<file path="config.mk">
export PLATFORM = sky130hd
export DESIGN_NAME = afc_trigger
export DESIGN_NICKNAME = d
export VERILOG_FILES = /design/src/logic/afc_trigger.v
export VERILOG_INCLUDE_DIRS = /design/src /design/src/logic
export SDC_FILE = /design/constraint.sdc
export NUM_CORES = 1
export LEC_CHECK = 0
export ABC_CLOCK_PERIOD_IN_PS = 3500
export BUFFER_PORTS_ARGS = -buffer_cell sky130_fd_sc_hd__buf_2
export CAP_MARGIN = 0
export CORE_ASPECT_RATIO = 1.1
export CORE_MARGIN = 3
export CORE_UTILIZATION = 45
export CTS_CLUSTER_DIAMETER = 150
export DETAILED_ROUTE_END_ITERATION = 6
export PLACE_DENSITY = 0.73
export SYNTH_ARGS = -nofsm -noshare
export SYNTH_HDL_FRONTEND = slang
export SYNTH_SLANG_ARGS = --single-unit
</file>
<file path="constraint.sdc">
create_clock -name CLK_I -period 3.5 [get_ports CLK_I]
set_input_delay 0.525 -clock CLK_I [delete_from_list [all_inputs] [get_ports CLK_I]]
set_output_delay 0.525 -clock CLK_I [all_outputs]
set_load 0.02 [all_outputs]
</file>
<file path="src/logic/afc_defines.vh">
// Purpose: Constants for the automatic flow control trigger block.
// Assumes: Included by afc_trigger.v only; definitions only.
// Notes: Times are in nanoseconds, offsets are byte addresses.
`ifndef AFC_DEFINES_VH
`define AFC_DEFINES_VH

// Register byte offsets
`define AFC_CFG_OFS 8'h00
`define AFC_STAT_OFS 8'h04

// Config field positions
`define AFC_ANY_BIT 0
`define AFC_ADDR_BIT 1
`define AFC_BCAST_BIT 2
`define AFC_MCAST_BIT 3
`define AFC_DUR_LSB 4
`define AFC_DUR_MSB 7
`define AFC_CFG_W 8
`define AFC_CFG_RST 8'h00

// Status field positions
`define AFC_ST_LEVEL_BIT 0
`define AFC_ST_JAM_BIT 1
`define AFC_ST_PEND_BIT 2
`define AFC_ST_SENT_BIT 3

// Threshold granule: 64 bytes, a shift of 6
`define AFC_THR_SHIFT 6

// Jam durations at 100 Mbps, ns
`define AFC_JAM_C0_NS 5000
`define AFC_JAM_C1_NS 10000
`define AFC_JAM_C2_NS 15000
`define AFC_JAM_C3_NS 25000
`define AFC_JAM_STEP_NS 50000
`define AFC_JAM_STEP_BASE 3
// Extra time added at 10 Mbps, and the whole code 0 time at 10 Mbps, ns
`define AFC_JAM_10M_EXTRA_NS 2200
`define AFC_JAM_10M_C0_NS 7200

// Clock period, ns
`define AFC_CLK_PERIOD_NS 8

`endif

</file>
<file path="src/logic/afc_trigger.v">
// Purpose: Automatic flow control trigger, jam timer and pause request.
// Assumes: MAC side inputs are on CLK_I; classic Wishbone register slave.
// Notes: Threshold and pause time arrive from neighbouring registers.
//   Config writes land on the acknowledge edge; status is read only.
//   Jam and pause outputs each lag their cause by two clock edges.
//   JAM_DIV shortens the jam periods for simulation only.
//
// The implementer's own choices: the placing of the registers and the Wishbone interface to the registers.
`timescale 1ns/1ps
`default_nettype none
`include "afc_defines.vh"

module afc_trigger #(
  parameter FIFO_AW = 16,
  parameter PAUSE_W = 16,
  parameter JAM_DIV = 1,
  parameter JAM_CW = 17
) (
  input wire CLK_I,
  input wire RSTN_I,
  input wire CYC_I,
  input wire STB_I,
  input wire WE_I,
  input wire [7:0] ADR_I,
  input wire [3:0] SEL_I,
  input wire [31:0] DAT_I,
  output reg [31:0] DAT_O,
  output reg ACK_O,
  input wire FULL_DUPLEX_I,
  input wire SPEED_10_I,
  input wire [FIFO_AW-1:0] RX_FIFO_USED_I,
  input wire [7:0] FIFO_HIGH_THRESHOLD_I,
  input wire [PAUSE_W-1:0] PAUSE_TIME_VALUE_I,
  input wire RX_PREAMBLE_I,
  input wire RX_DA_VALID_I,
  input wire RX_DA_MULTICAST_I,
  input wire RX_DA_BROADCAST_I,
  input wire RX_DA_MATCH_I,
  input wire TX_BUSY_I,
  output reg JAM_O,
  output reg PAUSE_START_O,
  output reg [PAUSE_W-1:0] PAUSE_TIME_O
);

  // Jam period in clock cycles for a duration code and speed
  function [JAM_CW-1:0] jam_cycles;
    input [3:0] code;
    input slow;
    reg [31:0] ns;
    reg [31:0] cyc;
    begin
      ns = 32'h0;
      cyc = 32'h0;
      case (code)
        4'h0: ns = `AFC_JAM_C0_NS;
        4'h1: ns = `AFC_JAM_C1_NS;
        4'h2: ns = `AFC_JAM_C2_NS;
        4'h3: ns = `AFC_JAM_C3_NS;
        default: ns = ({28'h0, code} - `AFC_JAM_STEP_BASE) * `AFC_JAM_STEP_NS;
      endcase
      // 10 Mbps adds a fixed margin
      if (slow) begin
        if (code == 4'h0)
          ns = `AFC_JAM_10M_C0_NS;
        else
          ns = ns + `AFC_JAM_10M_EXTRA_NS;
      end
      // JAM_DIV only exists so simulation can shorten the period
      cyc = ns / `AFC_CLK_PERIOD_NS / JAM_DIV;
      if (cyc == 32'h0)
        cyc = 32'h1;
      jam_cycles = cyc[JAM_CW-1:0];
    end
  endfunction

  // Reset release through two flops; assertion stays asynchronous
  reg rst_meta_r;
  reg rst_sync_r;
  always @(posedge CLK_I or negedge RSTN_I) begin
    if (!RSTN_I) begin
      rst_meta_r <= 1'b0;
      rst_sync_r <= 1'b0;
    end else begin
      rst_meta_r <= 1'b1;
      rst_sync_r <= rst_meta_r;
    end
  end
  // Only the synchronised copy resets the logic below
  wire rst_n = rst_sync_r;

  // Config, timer and pause flag state
  reg [`AFC_CFG_W-1:0] cfg_r;
  reg jam_r;
  reg [JAM_CW-1:0] jam_cnt_r;
  reg [JAM_CW-1:0] jam_cnt_nxt;
  reg jam_nxt;
  reg pend_r;
  reg pend_nxt;
  reg sent_r;
  reg sent_nxt;

  // Trigger selection fields
  wire trig_any = cfg_r[`AFC_ANY_BIT];
  wire trig_addr = cfg_r[`AFC_ADDR_BIT];
  wire trig_bcast = cfg_r[`AFC_BCAST_BIT];
  wire trig_mcast = cfg_r[`AFC_MCAST_BIT];
  wire [3:0] dur_sel = cfg_r[`AFC_DUR_MSB:`AFC_DUR_LSB];

  // Threshold scaled to bytes; wide enough for 255 * 64
  wire [FIFO_AW+7:0] used_w = {8'h00, RX_FIFO_USED_I};
  wire [FIFO_AW+7:0] thr_bytes =
    {{FIFO_AW{1'b0}}, FIFO_HIGH_THRESHOLD_I} << `AFC_THR_SHIFT;
  // A threshold of zero counts as always reached
  wire level_hi = (used_w >= thr_bytes);

  // Wishbone access decode
  wire bus_req = CYC_I & STB_I & ~ACK_O;
  // Writes land on the edge that sees ACK_O high with the request
  // still held, the one edge at which the master ends the cycle
  wire bus_done = CYC_I & STB_I & ACK_O;
  wire wr_cfg = bus_done & WE_I & SEL_I[0] & (ADR_I == `AFC_CFG_OFS);
  wire rd_req = bus_req & ~WE_I;

  // Status word, one bit per flag
  function [31:0] status_word;
    input level;
    input jam;
    input pend;
    input sent;
    begin
      status_word = 32'h0000_0000;
      status_word[`AFC_ST_LEVEL_BIT] = level;
      status_word[`AFC_ST_JAM_BIT] = jam;
      status_word[`AFC_ST_PEND_BIT] = pend;
      status_word[`AFC_ST_SENT_BIT] = sent;
    end
  endfunction

  // Half duplex frame qualifier
  reg hd_hit;
  always @* begin
    hd_hit = 1'b0;
    if (trig_any) begin
      hd_hit = RX_PREAMBLE_I;
    end else if (RX_DA_VALID_I) begin
      hd_hit = (trig_mcast & RX_DA_MULTICAST_I) |
               (trig_bcast & RX_DA_BROADCAST_I) |
               (trig_addr & RX_DA_MATCH_I);
    end
  end

  // A qualifying frame while the level stands loads the timer
  wire jam_load = level_hi & hd_hit;
  wire [JAM_CW-1:0] jam_one = {{(JAM_CW-1){1'b0}}, 1'b1};

  // Jam timer next state
  always @* begin
    jam_nxt = jam_r;
    jam_cnt_nxt = jam_cnt_r;
    if (FULL_DUPLEX_I) begin
      // Jamming never runs in full duplex
      jam_nxt = 1'b0;
      jam_cnt_nxt = {JAM_CW{1'b0}};
    end else if (jam_load) begin
      // Every matching frame restarts the jam
      jam_nxt = 1'b1;
      jam_cnt_nxt = jam_cycles(dur_sel, SPEED_10_I);
    end else if (jam_r) begin
      // Count down; the last count drops the jam
      if (jam_cnt_r == jam_one)
        jam_nxt = 1'b0;
      jam_cnt_nxt = jam_cnt_r - jam_one;
    end
  end

  // Full duplex enable: the any-frame bit alone
  wire fdx_en = FULL_DUPLEX_I & trig_any;
  // Pause leaves only into an idle transmitter, still in full duplex
  wire pause_go = pend_r & ~TX_BUSY_I & FULL_DUPLEX_I;

  // Full duplex pause request next state
  always @* begin
    pend_nxt = pend_r;
    sent_nxt = sent_r;
    // Crossing re-arms only after the level falls away
    if (!level_hi)
      sent_nxt = 1'b0;
    // Pending pause waits for an idle transmitter
    if (pause_go)
      pend_nxt = 1'b0;
    // A pause frame has no meaning once the link is half duplex
    if (!FULL_DUPLEX_I)
      pend_nxt = 1'b0;
    // Any-frame is the full duplex enable
    // Request at once on reaching the level
    if (fdx_en & level_hi & ~sent_r & ~pend_r) begin
      pend_nxt = 1'b1;
      sent_nxt = 1'b1;
    end
  end

  // Trigger bits writable, cleared by reset
  always @(posedge CLK_I or negedge rst_n) begin
    if (!rst_n) begin
      cfg_r <= `AFC_CFG_RST;
    end else if (wr_cfg) begin
      cfg_r <= DAT_I[`AFC_CFG_W-1:0];
    end
  end

  // Jam timer and pause flags
  always @(posedge CLK_I or negedge rst_n) begin
    if (!rst_n) begin
      jam_r <= 1'b0;
      jam_cnt_r <= {JAM_CW{1'b0}};
      pend_r <= 1'b0;
      sent_r <= 1'b0;
    end else begin
      jam_r <= jam_nxt;
      jam_cnt_r <= jam_cnt_nxt;
      pend_r <= pend_nxt;
      sent_r <= sent_nxt;
    end
  end

  // Back pressure output, one flop behind the timer
  always @(posedge CLK_I or negedge rst_n) begin
    if (!rst_n) begin
      JAM_O <= 1'b0;
    end else begin
      JAM_O <= jam_r;
    end
  end

  // One-cycle start only while transmit is idle
  always @(posedge CLK_I or negedge rst_n) begin
    if (!rst_n) begin
      PAUSE_START_O <= 1'b0;
    end else begin
      PAUSE_START_O <= pause_go;
    end
  end

  // Pause time captured as the request starts; held after
  always @(posedge CLK_I or negedge rst_n) begin
    if (!rst_n) begin
      PAUSE_TIME_O <= {PAUSE_W{1'b0}};
    end else if (pause_go) begin
      PAUSE_TIME_O <= PAUSE_TIME_VALUE_I;
    end
  end

  // Wishbone ack: one cycle after the strobe, never back to back
  // A strobe held past the ack is taken again two cycles later
  always @(posedge CLK_I or negedge rst_n) begin
    if (!rst_n) begin
      ACK_O <= 1'b0;
    end else begin
      ACK_O <= bus_req;
    end
  end

  // Read data stands only in the ack cycle, zero otherwise
  // Unmapped addresses read zero and ignore writes rather than stall
  always @(posedge CLK_I or negedge rst_n) begin
    if (!rst_n) begin
      DAT_O <= 32'h0000_0000;
    end else begin
      DAT_O <= 32'h0000_0000;
      if (rd_req) begin
        case (ADR_I)
          `AFC_CFG_OFS: DAT_O <= {24'h00_0000, cfg_r};
          `AFC_STAT_OFS: DAT_O <= status_word(level_hi, jam_r, pend_r,
            sent_r);
          default: DAT_O <= 32'h0000_0000;
        endcase
      end
    end
  end

endmodule
`default_nettype wire

</file>
==> results.json <==
{
  "path_delay_family": "simple AND/OR/NAND/NOR gates",
  "grt_pass1_vias": 5180,
  "die_w_um": 111,
  "first_pass_iters": 5,
  "nets": 989,
  "dpl.hpwl_um": 11000,
  "power.density_mw_per_mm2": 248,
  "synth-seq-cells": 57,
  "grt_pass1_wl_um": 24300,
  "r2r_end": "jam_cnt_r[0]",
  "clk_latency_ps": 330,
  "ys_seq_area_share_pct": 26.2,
  "hold_violations": 0,
  "r2r_start": "cfg_r[6]",
  "post-route-period-util_pct": 137,
  "synth_cell_types": 73,
  "cpMostUsedCell": "ha_1",
  "drive_above_1_share_pct": 40.1,
  "grt_setup_unrepaired": "true",
  "syn2layout_area_growth_pct": 40.7,
  "cts_buffers": 9,
  "wl_per_cell_um": 15.8,
  "endpoint_kind": "flop",
  "gr-usage-all-layers_pct": 21.8,
  "critPathKind": "flop to flop",
  "fin_tns_setup_ps": -11550,
  "grt_start_max_net_pins": 31,
  "place_congestion": 0.910,
  "drcViolationCount": 0,
  "stdcell_area_sq_mm": 0.00766,
  "num_antenna_cells": 0,
  "chipHeight_um": 121,
  "ant_nets": 0,
  "placed_cells": 944,
  "status": "complete, but fails checks",
  "synth_edf_count": 0,
  "cts_sinks": 57,
  "max_stage_delay_ps": 550,
  "fmax_mhz": 209,
  "hp-class": "flop to asynchronous set/reset pin",
  "antenna_found_initial": 0,
  "yosysWarnings": 0,
  "finalSetupViolations": 11,
  "layout_setup_ws_ps": -1290,
  "io_buffers": 96,
  "dieArea_sq_mm": 0.0135,
  "wl_um": 15400,
  "slowest_stage": "or4_4",
  "initial_core_util_pct": 46.7,
  "post_dp_cell_area_sq_mm": 0.00671,
  "worst_setup_path_start_kind": "flop",
  "vias": 5257,
  "netlist_area_sq_mm": 0.00544,
  "drt-vias-per-instance": 5.36,
  "max_cap_viol_count": 0,
  "ys_async_sr_fraction_pct": 100,
  "grt.overflow.total": 0,
  "root_buffer": "clkbuf_16",
  "crit_fanout": 4,
  "clkTransAtPathRegs_ps": 50,
  "timing.critical_path.arrival_ps": 4990,
  "cp_num_buf_inv": 4,
  "pin_count": 148,
  "reg2reg_slack_ps": -1290,
  "leakage_nw": 3.82,
  "synth_area_per_cell_sq_um": 8.61,
  "failed_checks": "setup timing",
  "maxSlewViolCount": 0,
  "maxSlewHeadroom_pct": 58.4,
  "drtIter0Drc": 320,
  "syn-instance-count": 632,
  "fillers": 869,
  "path_depth": 21,
  "clockBufferDepth": 2,
  "cts_tree": "yes",
  "rows": 41,
  "ir_drop_v": 0.000282,
  "synthFlopType": "dfrtp_1",
  "crit_chain": "buf_6 > a21oi_4 > xnor2_2 > inv_2 > buf_4 > ha_1 > xor2_2 > xor2_1 > ha_1 > xnor2_2 > xnor2_1 > ha_1 > ha_1 > inv_1 > or4_1 > nor3_2 > nor3_1 > or4_4 > nor3_4 > xor2_1 > o31ai_2",
  "rr_worst_depth": 21,
  "htree_levels": 3,
  "fin_crit_ps": 4790,
  "stdcell_count": 980,
  "required_ps": 3700,
  "coreArea_sq_mm": 0.0116,
  "fin_skew_ps": 5.71,
  "worst_pin_slew_ps": 622
}
==> cells in the mapped netlist, types with 6 or more instances <==
cell / instances / share of area [%]
nand2_1: 79 / 5.4
ha_1: 61 / 14
dfrtp_1: 57 / 26
nor2_1: 51 / 3.5
inv_1: 39 / 2.7
xnor2_1: 31 / 5.0
a21oi_1: 26 / 2.4
buf_4: 25 / 3.4
o21ai_0: 21 / 1.9
a211oi_1: 20 / 2.8
xor2_1: 19 / 3.1
nor3_1: 18 / 1.7
clkbuf_1: 15 / 1.0
a21o_1: 9 / 1.2
mux2_2: 9 / 1.9
nand3_1: 9 / 0.83
nand2b_1: 8 / 0.92
nand4_1: 8 / 0.92
and2_1: 7 / 0.80
mux2i_1: 7 / 1.3
nor2b_1: 7 / 0.80
fa_1: 6 / 2.2
or3_1: 6 / 0.69
==> how the worst max path moves through the flow <==
stage	start	endpoint	slack, ps
final	cfg_r[6]	jam_cnt_r[0]	-1290
after global routing	cfg_r[6]	jam_cnt_r[0]	-1490
after CTS	cfg_r[5]	jam_cnt_r[0]	-1190
after detailed placement	cfg_r[5]	jam_cnt_r[0]	-1480
after global placement	cfg_r[4]	jam_cnt_r[0]	-1280
after floorplan	cfg_r[6]	jam_cnt_r[0]	-1400
==> power by group <==
part / leakage, nW / switching [mW] / internal, mW / total, mW
Combinational: 2.87 / 0.153 / 0.126 / 0.279
Clock: 0.159 / 0.305 / 0.640 / 0.946
Sequential: 0.787 / 0.00854 / 0.664 / 0.672
Total: 3.82 / 0.466 / 1.43 / 1.90
==> state kept, by name, summed over array words and instances, names as in the netlist <==
name / count
PAUSE_TIME_O: 16
rst_n: 1
JAM_O: 1
cfg_r: 8
jam_cnt_r: 17
sent_r: 1
pend_r: 1
rst_meta_r: 1
jam_r: 1
DAT_O: 8
ACK_O: 1
PAUSE_START_O: 1
==> per-layer routing <==
metal | global-route usage, % | vias to the layer above | part of all wire (%)
met4 | 6.16 | 0 | 1.9
li1 | - | 2563 | -
met5 | 0 | - | 0
met2 | 40.5 | 136 | 54
met1 | 25.3 | 2538 | 40
met3 | 4.34 | 20 | 4.5
==> cell type report <==
cell class,instances,area (sq um),area share [%]
timing repair buffer,207,1360,17.8
multi-input combinational,509,4200,54.9
clock buffer,11,243,3.17
sequential,57,1430,18.7
inverter,41,154,2.01
clock inverter,5,78.8,1.03
tap,150,188,2.45
==> through the flow <==
step,hold slack (ps),power [mW],utilization [%],setup WS (ps)
floorplan,229,0.845,-,-1400
global placement,274,0.919,57.6,-1280
detailed placement,290,0.925,57.6,-1480
CTS,290,1.89,64.1,-1190
global route,321,1.97,65.8,-1490
finish,266,1.90,65.8,-1290
==> kinds of logic after synthesis <==
logic type | synth area share [%]
AND/OR/NAND/NOR | 20.6
buffers and inverters | 8.34
flip-flops | 26.2
multiplexers | 3.15
adder cells (fa/ha/maj) | 16.2
other | 0.138
AO/OA/AOI/OAI | 17.3
XOR/XNOR | 8.05
==> cells in the final DEF, fill, tap and decap left out, types with 17 or more instances in the layout <==
| master | n |
|---|---|
| xnor2_1 | 26 |
| nor3_1 | 17 |
| nand2_1 | 77 |
| dfrtp_1 | 54 |
| ha_1 | 45 |
| buf_4 | 99 |
| conb_1 | 25 |
| nor2_1 | 44 |
| inv_1 | 34 |
| buf_2 | 96 |
==> repair_timing <==
action / CTS / global route
endpoints found under the hold margin: 2 / 0
resized for setup: 54 / 38
gates cloned: 0 / 0
hold buffers: 1 / 0
setup endpoints to repair: 12 / 12
buffers inserted: 16 / 5
pin swaps: 46 / 32
(Power assumes the default switching activity.)
